## src/clock_gen_params.svh

```systemverilog
// Byte indices, field positions, masks, reset values and bus constants of the control bank
`ifndef CLOCK_GEN_PARAMS_SVH
`define CLOCK_GEN_PARAMS_SVH

`define CG_BYTE_W           8
`define CG_BIT_CNT_W        4
`define CG_BITS_PER_BYTE    4'h8
`define CG_TARGET_ADDR      7'h69
`define CG_RW_READ          1'b1

`define CG_IDX_SPREAD       8'h00
`define CG_IDX_SE_EN        8'h01
`define CG_IDX_GFX_REQB     8'h02
`define CG_IDX_REF_EN       8'h03
`define CG_IDX_REQ_AC       8'h04
`define CG_IDX_VOLT_FREQ    8'h05
`define CG_IDX_DEVICE_ID    8'h06
`define CG_BLOCK_BYTES      8'h07

`define CG_RST_SPREAD       8'h00
`define CG_RST_SE_EN        8'hff
`define CG_RST_GFX_REQB     8'h30
`define CG_RST_REF_EN       8'hff
`define CG_RST_REQ_AC       8'h00
`define CG_RST_VOLT_FREQ    8'ha0
`define CG_RST_DEVICE_ID    8'h5a

`define CG_WMASK_SPREAD     8'hff
`define CG_WMASK_SE_EN      8'hff
`define CG_WMASK_GFX_REQB   8'h3a
`define CG_WMASK_REF_EN     8'hf5
`define CG_WMASK_REQ_AC     8'he7
`define CG_WMASK_VOLT_FREQ  8'hef

`define CG_BIT_FREQ_SOURCE  7
`define CG_BIT_GFX_SPREAD   6
`define CG_BIT_REF_SPREAD   5
`define CG_BIT_CPU_SPREAD   4
`define CG_BIT_GFX1_EN      5
`define CG_BIT_GFX0_EN      4
`define CG_BIT_B_OWNS_CRYSTAL_COPY_OUT_2  3
`define CG_BIT_B_OWNS_CRYSTAL_COPY_OUT_1  1
`define CG_BIT_REF5_EN      7
`define CG_BIT_REF4_EN      6
`define CG_BIT_REF3_EN      5
`define CG_BIT_CRYSTAL_COPY_OUT_2_EN      4
`define CG_BIT_CRYSTAL_COPY_OUT_1_EN      2
`define CG_BIT_CRYSTAL_COPY_OUT_0_EN      0
`define CG_BIT_A_OWNS_REF5  7
`define CG_BIT_A_OWNS_REF4  6
`define CG_BIT_A_OWNS_REF3  5
`define CG_BIT_C_OWNS_GFX1  2
`define CG_BIT_C_OWNS_GFX0  1
`define CG_BIT_C_OWNS_CRYSTAL_COPY_OUT_0  0
`define CG_LEVEL_MSB        7
`define CG_LEVEL_LSB        5
`define CG_FREQ_MSB         3
`define CG_STRAP_MSB        2

`endif

```

## src/clock_gen_pkg.sv

```systemverilog
// Types shared by the serial engine and the control bank
package clock_gen_pkg;
  typedef enum logic [2:0] {st_idle, st_addr, st_ack_out, st_wr, st_rd, st_ack_in} link_state_t;
  typedef enum logic [1:0] {ph_index, ph_count, ph_data} write_phase_t;
endpackage : clock_gen_pkg

```

## src/byte_link_if.sv

```systemverilog
// Byte-level carrier between the serial target engine and the control bank
interface byte_link_if;
  logic       start_seen;
  logic       wr_strobe;
  logic [7:0] wr_byte;
  logic       rd_req;
  logic [7:0] rd_byte;
  modport engine (output start_seen, output wr_strobe, output wr_byte, output rd_req,
                  input rd_byte);
  modport bank   (input start_seen, input wr_strobe, input wr_byte, input rd_req,
                  output rd_byte);
endinterface : byte_link_if

```

## src/clock_gen_control_bank.sv

```systemverilog
// Serially programmed control bank of the clock generator with output run gating
// Functional notes
// - Bit seven picks strap or software frequency
// - Three independent per-group spread enables, reset off
// - Four-bit processor select; low bits from straps
// - Byte one: single-ended output enables, reset on
// - Graphics pair enables, reset enabled
// - Second request pin may own reference pairs two, one
// - Master reference enables override request pins
// - First request pin may own pairs five to three
// - Third request pin may own graphics pairs, pair zero
// - Three-bit drive level, reset gives 0.8V
// - Four-bit reference frequency select, reset zero
// - Fixed read-only device identifier
// - Block write: index, count, data bytes acknowledged
// - Block read: count then consecutive bytes
`include "clock_gen_params.svh"
module clock_gen_control_bank
  import clock_gen_pkg::*;
#(
  parameter logic [7:0] READ_COUNT = `CG_BLOCK_BYTES,
  parameter logic [7:0] DEVICE_ID  = `CG_RST_DEVICE_ID  // Arbitrary value
)
(
  input  wire logic       ref_clk,
  input  wire logic       nrst,
  input  wire logic       ce,
  input  wire logic       smb_clk,
  input  wire logic       smb_data_in,
  output logic            smb_data_out,
  output logic            smb_data_oe,
  input  wire logic [2:0] strap_freq_select,
  input  wire logic       clock_request_first_n,
  input  wire logic       clock_request_second_n,
  input  wire logic       clock_request_third_n,
  output logic            freq_source_select,
  output logic [3:0]      processor_freq_select,
  output logic            graphics_spread_enable,
  output logic            periph_ref_spread_enable,
  output logic            processor_spread_enable,
  output logic [7:0]      single_ended_run,
  output logic [1:0]      graphics_pair_run,
  output logic [5:0]      periph_ref_pair_run,
  output logic [2:0]      drive_level_select,
  output logic [3:0]      periph_ref_freq_select
);
  byte_link_if link ();

  write_phase_t  phase;
  logic [7:0]    index;
  logic [7:0]    count_left;
  logic          rd_first;
  logic          wr_commit;
  logic          strap_taken;
  logic [2:0]    strap_latched;
  logic [7:0]    spread_and_cpu_freq_select;
  logic [7:0]    single_ended_output_enables;
  logic [7:0]    graphics_enable_and_request_b_map;
  logic [7:0]    reference_pair_master_enables;
  logic [7:0]    request_a_c_assignment;
  logic [7:0]    voltage_and_reference_freq_select;

  smbus_target_engine u_engine (
    .ref_clk     (ref_clk),
    .nrst        (nrst),
    .ce          (ce),
    .smb_clk     (smb_clk),
    .smb_data_in (smb_data_in),
    .smb_data_oe (smb_data_oe),
    .link        (link.engine)
  );

  // Open-drain line: only ever pulled low
  assign smb_data_out = 1'b0;

  // Reserved bits keep their fixed value whatever the host writes
  function automatic logic [7:0] merge(input logic [7:0] old_val,
                                       input logic [7:0] new_val,
                                       input logic [7:0] wmask);
    merge = (old_val & ~wmask) | (new_val & wmask);
  endfunction : merge

  // Owned outputs wait for their request
  function automatic logic gate(input logic en,
                                input logic owned,
                                input logic req_n);
    gate = en & (~owned | ~req_n);
  endfunction : gate

  // Unused indices read zero
  // Identifier is fixed, writes miss it
  function automatic logic [7:0] read_mux(input logic [7:0] idx);
    unique case (idx)
      `CG_IDX_SPREAD:    read_mux = spread_and_cpu_freq_select;
      `CG_IDX_SE_EN:     read_mux = single_ended_output_enables;
      `CG_IDX_GFX_REQB:  read_mux = graphics_enable_and_request_b_map;
      `CG_IDX_REF_EN:    read_mux = reference_pair_master_enables;
      `CG_IDX_REQ_AC:    read_mux = request_a_c_assignment;
      `CG_IDX_VOLT_FREQ: read_mux = voltage_and_reference_freq_select;
      `CG_IDX_DEVICE_ID: read_mux = DEVICE_ID;
      default:           read_mux = 8'h00;
    endcase
  endfunction : read_mux

  // Surplus bytes are acked, then dropped
  assign wr_commit = link.wr_strobe && phase == ph_data
                     && count_left != 8'h00;

  // Block framing: a start always re-arms the index phase, so a repeated start reads from N
  always_ff @(posedge ref_clk or negedge nrst) begin
    if (!nrst) begin
      phase      <= ph_index;
      index      <= 8'h00;
      count_left <= 8'h00;
    end else if (ce) begin
      if (link.start_seen) begin
        phase <= ph_index;
      end else if (link.wr_strobe) begin
        unique case (phase)
          ph_index: begin
            index <= link.wr_byte;
            phase <= ph_count;
          end
          ph_count: begin
            count_left <= link.wr_byte;
            phase      <= ph_data;
          end
          ph_data: begin
            if (count_left != 8'h00) begin
              index      <= index + 8'h01;
              count_left <= count_left - 8'h01;
            end
          end
          default: begin
            phase <= ph_index;
          end
        endcase
      end else if (link.rd_req && !rd_first) begin
        // Count byte leaves the index alone
        index <= index + 8'h01;
      end
    end
  end

  // Read path: first byte of a read is the count, then bytes from the index onward
  always_ff @(posedge ref_clk or negedge nrst) begin
    if (!nrst) begin
      rd_first     <= 1'b1;
      link.rd_byte <= 8'h00;
    end else if (ce) begin
      if (link.start_seen) begin
        rd_first <= 1'b1;
      end else if (link.rd_req) begin
        rd_first <= 1'b0;
        if (rd_first) begin
          link.rd_byte <= READ_COUNT;
        end else begin
          link.rd_byte <= read_mux(index);
        end
      end
    end
  end

  // Straps land once, on the first enabled edge after reset release
  // Own copy, so host writes cannot move it
  always_ff @(posedge ref_clk or negedge nrst) begin
    if (!nrst) begin
      strap_taken   <= 1'b0;
      strap_latched <= 3'h0;
    end else if (ce) begin
      strap_taken <= 1'b1;
      if (!strap_taken) begin
        strap_latched <= strap_freq_select;
      end
    end
  end

  // Host write beats the strap load
  always_ff @(posedge ref_clk or negedge nrst) begin
    if (!nrst) begin
      spread_and_cpu_freq_select <= `CG_RST_SPREAD;
    end else if (ce) begin
      if (wr_commit && index == `CG_IDX_SPREAD) begin
        spread_and_cpu_freq_select <= merge(spread_and_cpu_freq_select, link.wr_byte,
                                            `CG_WMASK_SPREAD);
      end else if (!strap_taken) begin
        spread_and_cpu_freq_select[`CG_STRAP_MSB:0] <= strap_freq_select;
      end
    end
  end

  always_ff @(posedge ref_clk or negedge nrst) begin
    if (!nrst) begin
      single_ended_output_enables <= `CG_RST_SE_EN;
    end else if (ce && wr_commit && index == `CG_IDX_SE_EN) begin
      single_ended_output_enables <= merge(single_ended_output_enables, link.wr_byte,
                                           `CG_WMASK_SE_EN);
    end
  end

  always_ff @(posedge ref_clk or negedge nrst) begin
    if (!nrst) begin
      graphics_enable_and_request_b_map <= `CG_RST_GFX_REQB;
    end else if (ce && wr_commit && index == `CG_IDX_GFX_REQB) begin
      graphics_enable_and_request_b_map <= merge(graphics_enable_and_request_b_map,
                                                 link.wr_byte, `CG_WMASK_GFX_REQB);
    end
  end

  // Reserved bits 3 and 1 stay set
  always_ff @(posedge ref_clk or negedge nrst) begin
    if (!nrst) begin
      reference_pair_master_enables <= `CG_RST_REF_EN;
    end else if (ce && wr_commit && index == `CG_IDX_REF_EN) begin
      reference_pair_master_enables <= merge(reference_pair_master_enables, link.wr_byte,
                                             `CG_WMASK_REF_EN);
    end
  end

  always_ff @(posedge ref_clk or negedge nrst) begin
    if (!nrst) begin
      request_a_c_assignment <= `CG_RST_REQ_AC;
    end else if (ce && wr_commit && index == `CG_IDX_REQ_AC) begin
      request_a_c_assignment <= merge(request_a_c_assignment, link.wr_byte,
                                      `CG_WMASK_REQ_AC);
    end
  end

  always_ff @(posedge ref_clk or negedge nrst) begin
    if (!nrst) begin
      voltage_and_reference_freq_select <= `CG_RST_VOLT_FREQ;
    end else if (ce && wr_commit && index == `CG_IDX_VOLT_FREQ) begin
      voltage_and_reference_freq_select <= merge(voltage_and_reference_freq_select,
                                                 link.wr_byte, `CG_WMASK_VOLT_FREQ);
    end
  end

  // Control outputs; processor select falls back to the latched straps while source is 0
  always_ff @(posedge ref_clk or negedge nrst) begin
    if (!nrst) begin
      freq_source_select       <= 1'b0;
      processor_freq_select    <= 4'h0;
      graphics_spread_enable   <= 1'b0;
      periph_ref_spread_enable <= 1'b0;
      processor_spread_enable  <= 1'b0;
      drive_level_select       <= 3'h5;
      periph_ref_freq_select   <= 4'h0;
    end else if (ce) begin
      freq_source_select <= spread_and_cpu_freq_select[`CG_BIT_FREQ_SOURCE];
      if (spread_and_cpu_freq_select[`CG_BIT_FREQ_SOURCE]) begin
        processor_freq_select <= spread_and_cpu_freq_select[`CG_FREQ_MSB:0];
      end else begin
        processor_freq_select <= {1'b0, strap_latched};
      end
      graphics_spread_enable   <= spread_and_cpu_freq_select[`CG_BIT_GFX_SPREAD];
      periph_ref_spread_enable <= spread_and_cpu_freq_select[`CG_BIT_REF_SPREAD];
      processor_spread_enable  <= spread_and_cpu_freq_select[`CG_BIT_CPU_SPREAD];
      drive_level_select       <=
        voltage_and_reference_freq_select[`CG_LEVEL_MSB:`CG_LEVEL_LSB];
      periph_ref_freq_select   <= voltage_and_reference_freq_select[`CG_FREQ_MSB:0];
    end
  end

  // Output run gating: master enable first, then the owning request pin if any
  always_ff @(posedge ref_clk or negedge nrst) begin
    if (!nrst) begin
      // Run outputs start enabled
      single_ended_run    <= `CG_RST_SE_EN;
      graphics_pair_run   <= 2'h3;
      periph_ref_pair_run <= 6'h3f;
    end else if (ce) begin
      single_ended_run <= single_ended_output_enables;
      graphics_pair_run[1] <= gate(graphics_enable_and_request_b_map[`CG_BIT_GFX1_EN],
                                   request_a_c_assignment[`CG_BIT_C_OWNS_GFX1],
                                   clock_request_third_n);
      graphics_pair_run[0] <= gate(graphics_enable_and_request_b_map[`CG_BIT_GFX0_EN],
                                   request_a_c_assignment[`CG_BIT_C_OWNS_GFX0],
                                   clock_request_third_n);
      periph_ref_pair_run[5] <= gate(reference_pair_master_enables[`CG_BIT_REF5_EN],
                                     request_a_c_assignment[`CG_BIT_A_OWNS_REF5],
                                     clock_request_first_n);
      periph_ref_pair_run[4] <= gate(reference_pair_master_enables[`CG_BIT_REF4_EN],
                                     request_a_c_assignment[`CG_BIT_A_OWNS_REF4],
                                     clock_request_first_n);
      periph_ref_pair_run[3] <= gate(reference_pair_master_enables[`CG_BIT_REF3_EN],
                                     request_a_c_assignment[`CG_BIT_A_OWNS_REF3],
                                     clock_request_first_n);
      periph_ref_pair_run[2] <= gate(reference_pair_master_enables[`CG_BIT_CRYSTAL_COPY_OUT_2_EN],
                                     graphics_enable_and_request_b_map[`CG_BIT_B_OWNS_CRYSTAL_COPY_OUT_2],
                                     clock_request_second_n);
      periph_ref_pair_run[1] <= gate(reference_pair_master_enables[`CG_BIT_CRYSTAL_COPY_OUT_1_EN],
                                     graphics_enable_and_request_b_map[`CG_BIT_B_OWNS_CRYSTAL_COPY_OUT_1],
                                     clock_request_second_n);
      periph_ref_pair_run[0] <= gate(reference_pair_master_enables[`CG_BIT_CRYSTAL_COPY_OUT_0_EN],
                                     request_a_c_assignment[`CG_BIT_C_OWNS_CRYSTAL_COPY_OUT_0],
                                     clock_request_third_n);
    end
  end
endmodule : clock_gen_control_bank

```

## src/smbus_target_engine.sv

```systemverilog
// Bit-level serial target: start/stop detection, address match, byte shift and acknowledge
`include "clock_gen_params.svh"
module smbus_target_engine
  import clock_gen_pkg::*;
(
  input  wire logic  ref_clk,
  input  wire logic  nrst,
  input  wire logic  ce,
  input  wire logic  smb_clk,
  input  wire logic  smb_data_in,
  output logic       smb_data_oe,
  byte_link_if.engine link
);
  link_state_t                  state;
  logic [`CG_BYTE_W-1:0]        shreg;
  logic [`CG_BIT_CNT_W-1:0]     cnt;
  logic                         is_read;
  logic                         got_ack;
  logic                         clk_q;
  logic                         data_q;
  logic                         rise;
  logic                         fall;
  logic                         start_det;
  logic                         stop_det;

  always_ff @(posedge ref_clk or negedge nrst) begin
    if (!nrst) begin
      clk_q  <= 1'b1;
      data_q <= 1'b1;
    end else if (ce) begin
      clk_q  <= smb_clk;
      data_q <= smb_data_in;
    end
  end

  assign rise      = smb_clk & ~clk_q;
  assign fall      = ~smb_clk & clk_q;
  assign start_det = smb_clk & clk_q & data_q & ~smb_data_in;
  assign stop_det  = smb_clk & clk_q & ~data_q & smb_data_in;

  // Drive is set only on falling edges; a start or stop releases it, the one change made while clock is high
  always_ff @(posedge ref_clk or negedge nrst) begin
    if (!nrst) begin
      state       <= st_idle;
      shreg       <= '0;
      cnt         <= '0;
      is_read     <= 1'b0;
      got_ack     <= 1'b0;
      smb_data_oe <= 1'b0;
    end else if (ce) begin
      if (stop_det) begin
        state       <= st_idle;
        smb_data_oe <= 1'b0;
      end else if (start_det) begin
        state       <= st_addr;
        cnt         <= '0;
        smb_data_oe <= 1'b0;
      end else if (rise) begin
        if (state == st_addr || state == st_wr) begin
          shreg <= {shreg[`CG_BYTE_W-2:0], smb_data_in};
          cnt   <= cnt + 1'b1;
        end else if (state == st_rd) begin
          cnt <= cnt + 1'b1;
        end else if (state == st_ack_in) begin
          got_ack <= ~smb_data_in;
        end
      end else if (fall) begin
        unique case (state)
          st_idle: begin
            smb_data_oe <= 1'b0;
          end
          st_addr: begin
            if (cnt == `CG_BITS_PER_BYTE) begin
              if (shreg[`CG_BYTE_W-1:1] == `CG_TARGET_ADDR) begin
                state       <= st_ack_out;
                is_read     <= shreg[0] == `CG_RW_READ;
                smb_data_oe <= 1'b1;
              end else begin
                state <= st_idle;
              end
            end
          end
          st_wr: begin
            if (cnt == `CG_BITS_PER_BYTE) begin
              state       <= st_ack_out;
              smb_data_oe <= 1'b1;
            end
          end
          st_ack_out: begin
            cnt <= '0;
            if (is_read) begin
              state       <= st_rd;
              shreg       <= {link.rd_byte[`CG_BYTE_W-2:0], 1'b0};
              smb_data_oe <= ~link.rd_byte[`CG_BYTE_W-1];
            end else begin
              state       <= st_wr;
              smb_data_oe <= 1'b0;
            end
          end
          st_rd: begin
            if (cnt == `CG_BITS_PER_BYTE) begin
              state       <= st_ack_in;
              smb_data_oe <= 1'b0;
            end else begin
              shreg       <= {shreg[`CG_BYTE_W-2:0], 1'b0};
              smb_data_oe <= ~shreg[`CG_BYTE_W-1];
            end
          end
          st_ack_in: begin
            cnt <= '0;
            if (got_ack) begin
              state       <= st_rd;
              shreg       <= {link.rd_byte[`CG_BYTE_W-2:0], 1'b0};
              smb_data_oe <= ~link.rd_byte[`CG_BYTE_W-1];
            end else begin
              state <= st_idle;
            end
          end
        endcase
      end
    end
  end

  // Byte events for the bank; rd_req leaves at least one bus half period to prepare rd_byte
  always_ff @(posedge ref_clk or negedge nrst) begin
    if (!nrst) begin
      link.start_seen <= 1'b0;
      link.wr_strobe  <= 1'b0;
      link.wr_byte    <= '0;
      link.rd_req     <= 1'b0;
    end else if (ce) begin
      link.start_seen <= start_det;
      link.wr_strobe  <= fall && !start_det && !stop_det && state == st_wr
                         && cnt == `CG_BITS_PER_BYTE;
      link.rd_req     <= (fall && !start_det && !stop_det && state == st_addr
                          && cnt == `CG_BITS_PER_BYTE
                          && shreg[`CG_BYTE_W-1:1] == `CG_TARGET_ADDR
                          && shreg[0] == `CG_RW_READ)
                         || (rise && !start_det && !stop_det && state == st_ack_in
                             && !smb_data_in);
      if (fall && state == st_wr && cnt == `CG_BITS_PER_BYTE) begin
        link.wr_byte <= shreg;
      end
    end
  end
endmodule : smbus_target_engine

```

## config.mk

```make
export PLATFORM = sky130hd
export DESIGN_NAME = clock_gen_control_bank
export DESIGN_NICKNAME = d
export VERILOG_FILES = /design/src/clock_gen_pkg.sv /design/src/byte_link_if.sv /design/src/clock_gen_control_bank.sv /design/src/smbus_target_engine.sv
export VERILOG_INCLUDE_DIRS = /design/src
export SDC_FILE = /design/constraint.sdc
export NUM_CORES = 1
export LEC_CHECK = 0
export ABC_AREA = 0
export BUFFER_PORTS_ARGS = -buffer_cell sky130_fd_sc_hd__buf_2
export CELL_PAD_IN_SITES_DETAIL_PLACEMENT = 0
export CELL_PAD_IN_SITES_GLOBAL_PLACEMENT = 1
export CORE_MARGIN = 2
export CORE_UTILIZATION = 44
export CTS_CLUSTER_SIZE = 40
export DETAILED_ROUTE_END_ITERATION = 8
export PLACE_DENSITY = 0.82
export SYNTH_ARGS = -nofsm -noshare
export SYNTH_HDL_FRONTEND = slang
export SYNTH_SLANG_ARGS = --single-unit
```

## constraint.sdc

```tcl
create_clock -name ref_clk -period 1.9 [get_ports ref_clk]
set_input_delay 0.285 -clock ref_clk [delete_from_list [all_inputs] [get_ports ref_clk]]
set_output_delay 0.285 -clock ref_clk [all_outputs]
set_load 0.05 [all_outputs]
```

==> flow_metrics.py, run 1 <==
metrics = {
    "outcome": {
        "status": "finished with violations",
        "violations": "setup timing",
    },
    "clock_tree": {
        "cts_root_buf": "clkbuf_16",
        "cts_buffers": 17,
        "cts_tree": "built",
        "clock_path_buffers": 2,
        "htree_levels": 4,
        "clkSinkCount": 132,
        "clock_latency_ns": 0.43,
        "path_clk_slew_ns": 0.06,
    },
    "synthesis": {
        "ys_warn_count": 0,
        "mappedNetlistNets": 610,
        "synthTopCellsByArea": "dfrtp_1 36%, dfstp_2 16%, mux2_2 14%, o21ai_0 3.6%, nand2_1 2.6%",
        "yosysUniqueCellTypes": 64,
        "ys_seq_area_share_pct": 51.2,
        "synth_cells": 590,
        "ys_seq_elements": 132,
        "synthArstFlopShare_pct": 100,
        "synth_edf_count": 0,
        "synth_top_area_share_pct": 35.5,
        "ys.flop_type": "dfrtp_1",
        "syn-cell-area_um2": 6550,
        "syn_area_per_cell_um2": 11.1,
        "synth_top_cell_by_area": "dfrtp_1",
    },
    "finish": {
        "num_antenna_cells": 0,
        "fill_cells": 1226,
        "multi_input_area_um2": 3100,
        "area_growth_pct": 27.0,
        "seq_area_um2": 3350,
        "drive_above_1_share_pct": 44.0,
        "stdcell_area_um2": 8320,
        "utilization_pct": 57.2,
        "layout.nets": 729,
    },
    "die": {
        "die_y_um": 126,
        "die_w_um": 126,
        "core-area_um2": 14500,
        "dieArea_um2": 15900,
        "rows": 44,
        "initial_utilization_pct": 45.1,
        "io_pins": 44,
    },
    "power_and_ir_drop": {
        "swShare_pct": 26.2,
        "pwr-share-clk_pct": 44.9,
        "pwr-share-comb_pct": 13.4,
        "p_leak_nw": 3.90,
        "powerDensity_nw_per_um2": 870,
        "p_seq_share_pct": 41.7,
        "ir_drop_uv": 800,
        "p_int_mw": 5.35,
        "p_sw_mw": 1.90,
    },
    "critical_path": {
        "r2r_end": "voltage_and_reference_freq_select[1]$_DFFE_PN0P_",
        "critical_path_class": "reg -> reg",
        "startpoint_type": "flip-flop",
        "crit_start": "index[5]$_DFFE_PN0P_",
        "arrival_ns": 2.41,
        "cp.required_ns": 2.21,
        "crit_fanout": 7,
        "reg2regPathDepth": 6,
        "crit_path_end_kind": "flip-flop",
        "r2r_slack_ns": -0.20,
        "worstReg2RegStart": "index[5]$_DFFE_PN0P_",
    },
    "run": {
        "cap_violations": 0,
    },
    "sta": {
        "fin_setup_tns_ns": -6.71,
        "max_freq_ghz": 0.476,
        "hold_viol_final": 0,
        "fin_ws_ns": -0.203,
        "period_share_pct": 111,
        "setup_violations": 40,
        "slew_viol_final": 0,
        "rsz0062_at_grt": "true",
        "finClkSkew_ns": 0.0126,
        "min_period_ns": 2.10,
    },
    "worst_hold_path": {
        "worstHoldStart": "strap_freq_select[0]",
        "min_delay_path_depth": 2,
        "hold_end": "strap_latched[0]$_DFFE_PN0P_",
        "holdCritPathClass": "in -> reg",
    },
    "routing": {
        "drc": 0,
        "dr.pass1.iters": 5,
        "vias_per_cell": 5.75,
        "drtAntennaViolNets": 0,
        "routed-via-count": 5210,
        "wirelength_um": 16900,
        "drt-initial-drc-count": 399,
        "drt-wirelength-per-cell_um": 18.6,
    },
    "placed_design": {
        "dpl.hpwl_um": 11700,
        "post-place-ws_ns": -0.186,
        "place_congestion": 0.868,
        "port_buffers": 42,
        "post_dp_cell_area_um2": 7450,
    },
    "global_route": {
        "grt_max_degree": 66,
        "grt-ovfl-total": 0,
        "grt_pass1_wl_um": 27800,
        "grt_antenna_before_repair": 0,
        "grt_use_total_pct": 22.3,
        "grt_pass1_vias": 5240,
    },
}
metrics by stage:
step | hold WS (ns) | power, mW | cells
after detailed placement | 0.117 | 3.91 | 856
after CTS | 0.128 | 7.22 | 892
after global placement | 0.123 | 3.87 | 856
after floorplan | -0.0106 | 3.52 | 590
final | 0.144 | 7.24 | 906
after global routing | 0.136 | 7.57 | 906
power by group through the flow:
stage / sequential, mW / combinational (mW) / clock [mW]
2_1_floorplan: 3.07 / 0.451 / 0
3_3_place_gp: 3.05 / 0.823 / 0
3_5_place_dp: 3.06 / 0.855 / 0
4_1_cts: 3.02 / 0.884 / 3.32
5_1_grt: 3.03 / 1.07 / 3.47
6_report: 3.02 / 0.971 / 3.26
registers in the layout (all words and copies together), names as in the netlist, 6 cells and up:
| signal | cells |
|---|---|
| u_engine.link.wr_byte | 8 |
| periph_ref_pair_run | 6 |
| spread_and_cpu_freq_select | 8 |
| count_left | 8 |
| voltage_and_reference_freq_select | 7 |
| single_ended_run | 8 |
| single_ended_output_enables | 8 |
| reference_pair_master_enables | 6 |
| u_engine.shreg | 8 |
| link.rd_byte | 8 |
| request_a_c_assignment | 6 |
| index | 8 |
worst max-delay path, stage by stage, from the launching register on:
cell and delay [ns]:
dfrtp_1 0.38, or4_4 0.56, a211oi_4 0.19, buf_4 0.15
and2_4 0.22, nand4_4 0.17, mux2_2 0.32
synth_stat cells, drive strengths merged (5+ instances only):
cell	instances
inv	27
o21ai	47
clkbuf	16
buf	14
mux2i	12
a22oi	6
a211oi	6
mux2	84
dfstp	39
nor2	34
nand4	7
nand2	45
nor3	11
a21oi	30
ha	9
dfrtp	93
nand2b	5
a31oi	9
nand3	19
o22a	8
worst max path at each step:
| stage | to | slack, ns | depth (start not counted) |
|---|---|---|---|
| 6_report | voltage_and_reference_freq_select[1]$_DFFE_PN0P_ | -0.20 | 6 |
| 5_1_grt | spread_and_cpu_freq_select[1]$_DFFE_PN0P_ | -0.26 | 6 |
| 4_1_cts | spread_and_cpu_freq_select[2]$_DFFE_PN0P_ | -0.19 | 5 |
| 3_5_place_dp | voltage_and_reference_freq_select[1]$_DFFE_PN0P_ | -0.19 | 6 |
| 3_3_place_gp | voltage_and_reference_freq_select[6]$_DFFE_PN0P_ | -0.14 | 6 |
| 2_1_floorplan | spread_and_cpu_freq_select[0]$_DFFE_PN0P_ | -0.09 | 5 |
routing by layer:
layer  wire [um]  up-vias  track usage (%)  part of all wire [%]
met1        7610     2603             30.3                    45
met3         837       44             5.27                   5.0
met4         522        0             9.57                   3.1
met2        7920      175             34.2                    47
met5           0        -                0                     0
li1            -     2388                -                     -
cell families after synthesis:
family / after synthesis / share of synthesized area [%]
AND/OR/NAND/NOR: 151 / 12.5
AO/OA/AOI/OAI: 142 / 14.1
flip-flops: 132 / 51.2
multiplexers: 96 / 16.3
buffers and inverters: 58 / 4.03
adder cells (fa/ha/maj): 9 / 1.72
other: 1 / 0.0572
XOR/XNOR: 1 / 0.134
final cells by class:
type / instances / share of cell area, %
Inverter: 27 / 1.22
Tap cell: 184 / 2.77
Clock inverter: 13 / 1.77
Timing Repair Buffer: 131 / 11.3
Clock buffer: 19 / 5.32
Sequential cell: 132 / 40.3
Multi-Input combinational cell: 400 / 37.3
cells in the final DEF (no fill, tap or decap), types with 4 or more instances in the layout:
cell type / synthesis / final
ha_1: 9 / 6
mux2_4: 0 / 7
nand3_1: 19 / 19
dfstp_2: 39 / 39
nor3_1: 11 / 10
a22oi_1: 6 / 6
o21ai_1: 0 / 5
clkbuf_16: 0 / 17
buf_6: 4 / 5
a21o_1: 4 / 4
inv_1: 27 / 24
clkinv_4: 0 / 4
nand4_4: 5 / 5
dfrtp_1: 93 / 93
nand2_1: 45 / 43
mux2_2: 84 / 77
nand3b_1: 4 / 4
o22a_1: 7 / 7
nor2_1: 34 / 33
nor2b_1: 4 / 4
buf_4: 1 / 80
nand2b_1: 5 / 5
a21oi_1: 30 / 27
a22o_1: 4 / 4
mux2i_1: 12 / 12
buf_2: 4 / 41
o21ai_0: 47 / 42
a31oi_1: 9 / 9
what timing repair did:
action / CTS / global route
setup endpoints to repair: 57 / 71
gates resized for setup: 14 / 27
gates cloned: 0 / 1
buffers inserted: 4 / 13
hold buffers: 1 / 0
endpoints found under the hold margin: 93 / 0
pin swaps: 6 / 13
No activity file was read; power rests on OpenSTA's default activity.
==> run 2: changes to the inputs <==
PLACE_DENSITY = default   (was 0.82)
PLACE_DENSITY_LB_ADDON = 0.1   (was default)
==> flow_metrics.py, run 2 (synthesis results as in run 1) <==
metrics = {
    "placed_design": {
        "post-place-ws_ns": -0.222,
        "dp.cells": 853,
        "place_congestion": 0.850,
        "dpl.hpwl_um": 12300,
        "port_buffers": 42,
    },
    "critical_path": {
        "max_stage_delay_ns": 0.55,
        "worst-path-buf-inv": 1,
        "arrival_ns": 2.48,
        "crit_fanout": 3,
        "slowest_stage": "or4_4",
        "critical_path_class": "reg -> reg",
        "crit_path_cell_trace": "or4_4, a211oi_4, buf_4, nand4_1, mux2_2, mux2_4",
        "critPathTopFamily": "simple AND/OR/NAND/NOR gates",
        "crit_path_end_kind": "flip-flop",
        "cp.required_ns": 2.20,
        "startpoint_type": "flip-flop",
    },
    "clock_tree": {
        "cts_buffers": 17,
        "cts_root_buf": "clkbuf_16",
        "cts_tree": "built",
        "htree_levels": 4,
        "clock_path_buffers": 2,
        "clkSinkCount": 132,
        "path_clk_slew_ns": 0.06,
        "clock_latency_ns": 0.42,
    },
    "sta": {
        "rsz0062_at_grt": "true",
        "slew_viol_final": 0,
        "fin_ws_ns": -0.271,
        "max_freq_ghz": 0.461,
        "worst-slew-pin-transition_ns": 0.502,
        "slew_headroom_pct": 66.5,
        "setup_violations": 47,
        "finClkSkew_ns": 0.00721,
        "whs_ns": 0.130,
        "hold_viol_final": 0,
        "min_period_ns": 2.17,
        "period_share_pct": 114,
    },
    "die": {
        "rows": 44,
        "die_y_um": 126,
        "core-area_um2": 14500,
        "dieArea_um2": 15900,
        "initial_utilization_pct": 45.1,
        "die_w_um": 126,
        "io_pins": 44,
    },
    "routing": {
        "drtAntennaViolNets": 0,
        "routed-via-count": 5154,
        "wirelength_um": 17900,
        "drc": 0,
        "drt-initial-drc-count": 384,
        "vias_per_cell": 5.68,
        "drt-wirelength-per-cell_um": 19.7,
        "dr.pass1.iters": 5,
    },
    "finish": {
        "multi_input_area_um2": 3150,
        "utilization_pct": 58.0,
        "drive_above_1_share_pct": 45.9,
        "seq_area_um2": 3350,
        "fin_cells": 908,
        "area_growth_pct": 28.6,
        "mostFrequentLayoutCells": "92 x dfrtp_1, 79 x mux2_2, 78 x buf_4",
        "final_common_cell": "dfrtp_1",
        "num_antenna_cells": 0,
        "layout.nets": 731,
        "fill_cells": 1256,
    },
    "power_and_ir_drop": {
        "powerDensity_nw_per_um2": 880,
        "p_seq_share_pct": 40.8,
        "pwr-share-comb_pct": 12.6,
        "p_sw_mw": 1.94,
        "p_int_mw": 5.48,
        "ir_drop_uv": 708,
        "pwr-share-clk_pct": 46.6,
        "swShare_pct": 26.1,
        "p_leak_nw": 3.92,
    },
    "run": {
        "cap_violations": 0,
    },
    "global_route": {
        "grt_use_total_pct": 23.4,
        "grt_max_degree": 56,
        "use_met2_pct": 37.6,
        "busiest_layer": "met2",
        "grt-ovfl-total": 0,
        "grt_antenna_before_repair": 0,
        "met1_usage_pct": 32.0,
        "grt_pass1_wl_um": 28600,
        "grtUsageMet3_pct": 4.89,
        "grt_pass1_vias": 5164,
    },
    "worst_hold_path": {
        "holdCritPathClass": "in -> reg",
    },
    "outcome": {
        "violations": "setup timing",
        "status": "finished with violations",
    },
}
## run 2: per-stage QoR
| step | area, um2 | power, mW | TNS, ns |
|---|---|---|---|
| floorplan | 6580 | 3.52 | -1.95 |
| global placement | 7430 | 3.84 | -5.74 |
| detailed placement | 7430 | 3.86 | -5.81 |
| CTS | 8220 | 7.38 | -3.68 |
| global route | 8430 | 7.72 | -12.24 |
| finish | 8430 | 7.41 | -7.98 |
## run 2: per-layer routing
| layer | vias to the layer above | wire length (um) |
|---|---|---|
| met1 | 2623 | 8190 |
| met5 | - | 0 |
| li1 | 2387 | - |
| met3 | 19 | 735 |
| met2 | 125 | 8730 |
| met4 | 0 | 252 |
## run 2: worst reg2reg max path: cells and delay by family (launching register included)
kind	cells	cell delay, ns
mux	2	0.58
compound gates	1	0.20
buf+inv	1	0.15
flops	1	0.38
simple gates	2	0.74
## run 2: layout make-up
class | count | share of cell area (%)
clock buffer | 19 | 5.39
clock inverter | 13 | 1.97
inverter | 27 | 1.20
multi-input combinational | 400 | 37.4
sequential | 132 | 39.8
tap | 184 | 2.73
timing repair buffer | 133 | 11.5
## run 2: path summary, 6_finish.rpt
path	end	slack (ns)	start	depth (start not counted)
setup / recovery	spread_and_cpu_freq_select[2]$_DFFE_PN0P_	-0.27	index[5]$_DFFE_PN0P_	6
hold / removal	strap_latched[1]$_DFFE_PN0P_	0.13	strap_freq_select[1]	2
setup reg to reg	spread_and_cpu_freq_select[2]$_DFFE_PN0P_	-0.27	index[5]$_DFFE_PN0P_	6
hold reg to reg	strap_taken$_DFFE_PN0P_	0.47	strap_taken$_DFFE_PN0P_	1
max in group asynchronous	single_ended_output_enables[1]$_DFFE_PN1P_	0.77	nrst	3
min in group asynchronous	count_left[0]$_DFFE_PN0P_	0.35	nrst	2
## run 2: what timing repair did
action,4_1_cts,5_1_grt
buffers inserted,11,11
hold buffers,1,0
gates cloned,1,1
endpoints found under the setup margin,55,72
hold endpoints to repair,28,0
resized for setup,20,45
pin swaps,6,9
## run 2: power groups by stage
stage | Sequential, mW | Combinational, mW | Clock (mW)
3_3_place_gp | 3.06 | 0.785 | 0
5_1_grt | 3.03 | 1.03 | 3.66
2_1_floorplan | 3.07 | 0.451 | 0
4_1_cts | 3.02 | 0.835 | 3.52
3_5_place_dp | 3.06 | 0.796 | 0
6_report | 3.02 | 0.936 | 3.45
==> run 3: changes to the inputs <==
BUFFER_PORTS_ARGS = -buffer_cell sky130_fd_sc_hd__buf_4   (was -buffer_cell sky130_fd_sc_hd__buf_2)
==> flow_metrics.py, run 3 (synthesis results as in run 1) <==
metrics = {
    "outcome": {
        "status": "finished with violations",
        "violations": "setup timing",
    },
    "sta": {
        "finClkSkew_ns": 0.00987,
        "worst-slew-pin-transition_ns": 0.537,
        "slew_viol_final": 0,
        "rsz0062_at_grt": "true",
        "slew_headroom_pct": 64.2,
        "hold_viol_final": 0,
        "max_freq_ghz": 0.473,
        "min_period_ns": 2.11,
        "setup_violations": 44,
        "period_share_pct": 111,
        "fin_ws_ns": -0.212,
    },
    "placed_design": {
        "port_buffers": 42,
        "dpl.hpwl_um": 12300,
        "post_dp_cell_area_um2": 7600,
        "place_congestion": 0.889,
    },
    "finish": {
        "fill_cells": 1211,
        "stdcell_area_um2": 8590,
        "final_common_cell": "buf_4",
        "layout.nets": 727,
        "mostFrequentLayoutCells": "112 x buf_4, 93 x dfrtp_1, 70 x mux2_2",
        "utilization_pct": 59.1,
        "num_antenna_cells": 0,
        "area_growth_pct": 31.1,
        "drive_above_1_share_pct": 45.3,
    },
    "critical_path": {
        "slowest_stage": "or4_4",
        "max_stage_delay_ns": 0.56,
        "arrival_ns": 2.43,
        "critical_path_class": "reg -> reg",
        "crit_path_end_kind": "flip-flop",
        "critPathTopFamily": "simple AND/OR/NAND/NOR gates",
        "crit_path_cell_trace": "or4_4, a211oi_4, nand4_1, mux2_2, mux2_4",
        "r2r_slack_ns": -0.21,
        "r2r_end": "spread_and_cpu_freq_select[2]$_DFFE_PN0P_",
        "crit_fanout": 3,
        "worst-path-buf-inv": 0,
        "cp.required_ns": 2.21,
        "worstReg2RegStart": "index[5]$_DFFE_PN0P_",
        "startpoint_type": "flip-flop",
        "reg2regPathDepth": 5,
    },
    "routing": {
        "vias_per_cell": 5.69,
        "drt-wirelength-per-cell_um": 19.5,
        "drtAntennaViolNets": 0,
        "dr.pass1.iters": 5,
        "routed-via-count": 5146,
        "drc": 0,
        "drt-initial-drc-count": 371,
        "wirelength_um": 17700,
    },
    "clock_tree": {
        "path_clk_slew_ns": 0.06,
        "cts_root_buf": "clkbuf_16",
        "clock_path_buffers": 2,
        "clkSinkCount": 132,
        "cts_buffers": 17,
        "cts_tree": "built",
        "clock_latency_ns": 0.43,
        "htree_levels": 4,
    },
    "power_and_ir_drop": {
        "ir_drop_uv": 633,
        "p_leak_nw": 3.96,
        "powerDensity_nw_per_um2": 868,
        "design_power_total_mw": 7.45,
    },
    "die": {
        "core-area_um2": 14500,
        "io_pins": 44,
        "dieArea_um2": 15900,
        "die_w_um": 126,
        "initial_utilization_pct": 45.1,
        "die_y_um": 126,
        "rows": 44,
    },
    "global_route": {
        "grt_pass1_vias": 5230,
        "grt-ovfl-total": 0,
        "grt_antenna_before_repair": 0,
        "grt_max_degree": 51,
        "grt_use_total_pct": 23.1,
        "grt_pass1_wl_um": 28600,
    },
    "run": {
        "cap_violations": 0,
    },
    "worst_hold_path": {
        "min_delay_path_depth": 2,
        "holdCritPathClass": "in -> reg",
        "worstHoldStart": "strap_freq_select[0]",
        "hold_end": "strap_latched[0]$_DFFE_PN0P_",
    },
}
-- run 3: cell count changes in the layout (fill, tap and decap cells not counted), sizes merged --
| cell | previous run | this run |
|---|---|---|
| clkinv | 4 | 3 |
| clkinvlp | 1 | 2 |
| buf | 131 | 128 |
| inv | 32 | 31 |
-- run 3: worst register-to-register path, delay by kind of cell, from the launching register on --
| family | cells | cell delay [ns] |
|---|---|---|
| DFF | 1 | 0.37 |
| and+or+nand+nor | 2 | 0.82 |
| muxes | 2 | 0.60 |
| AOI/OAI and AO/OA | 1 | 0.21 |
-- run 3: how the worst max path moves through the flow --
stage / cells past startpoint / startpoint / to
after global routing: 5 / index[5]$_DFFE_PN0P_ / spread_and_cpu_freq_select[2]$_DFFE_PN0P_
after floorplan: 5 / index[5]$_DFFE_PN0P_ / spread_and_cpu_freq_select[0]$_DFFE_PN0P_
after CTS: 5 / index[5]$_DFFE_PN0P_ / spread_and_cpu_freq_select[2]$_DFFE_PN0P_
after detailed placement: 8 / count_left[0]$_DFFE_PN0P_ / spread_and_cpu_freq_select[2]$_DFFE_PN0P_
final: 5 / index[5]$_DFFE_PN0P_ / spread_and_cpu_freq_select[2]$_DFFE_PN0P_
after global placement: 7 / index[0]$_DFFE_PN0P_ / link.rd_byte[7]$_DFFE_PN0P_
-- run 3: final cells by class --
cell class	count	area (um2)	area share, %
Sequential cell	132	3350	39.0
Multi-Input combinational cell	400	3190	37.1
Timing Repair Buffer	129	1100	12.8
Clock buffer	20	458	5.33
Tap cell	184	230	2.68
Clock inverter	12	166	1.94
Inverter	27	101	1.18
-- run 3: what timing repair did --
action / CTS / global route
gates resized for setup: 20 / 51
setup buffers: 6 / 9
hold buffers: 1 / 0
pin swaps: 8 / 22
hold endpoints to repair: 13 / 0
setup endpoints to repair: 58 / 75
-- run 3: where the power goes --
group	switching [mW]	internal [mW]
logic	0.539	0.426
clock network	1.31	2.16
registers	0.0912	2.92
total	1.94	5.51
-- run 3: per-layer routing --
layer	vias up	global-route usage [%]	wire length, um
li1	2377	-	-
met1	2623	32.0	8180
met2	123	36.4	8480
met3	23	5.18	695
met4	0	7.76	301
met5	-	0	0
-- run 3: stage by stage --
stage	worst slack (ns)	cells	setup TNS, ns	hold slack [ns]
2_1_floorplan	-0.0948	590	-1.95	-0.0106
3_3_place_gp	-0.201	858	-7.28	0.198
3_5_place_dp	-0.228	858	-8.24	0.199
4_1_cts	-0.214	895	-3.92	0.0884
5_1_grt	-0.274	904	-7.34	0.0945
6_report	-0.212	904	-3.99	0.104
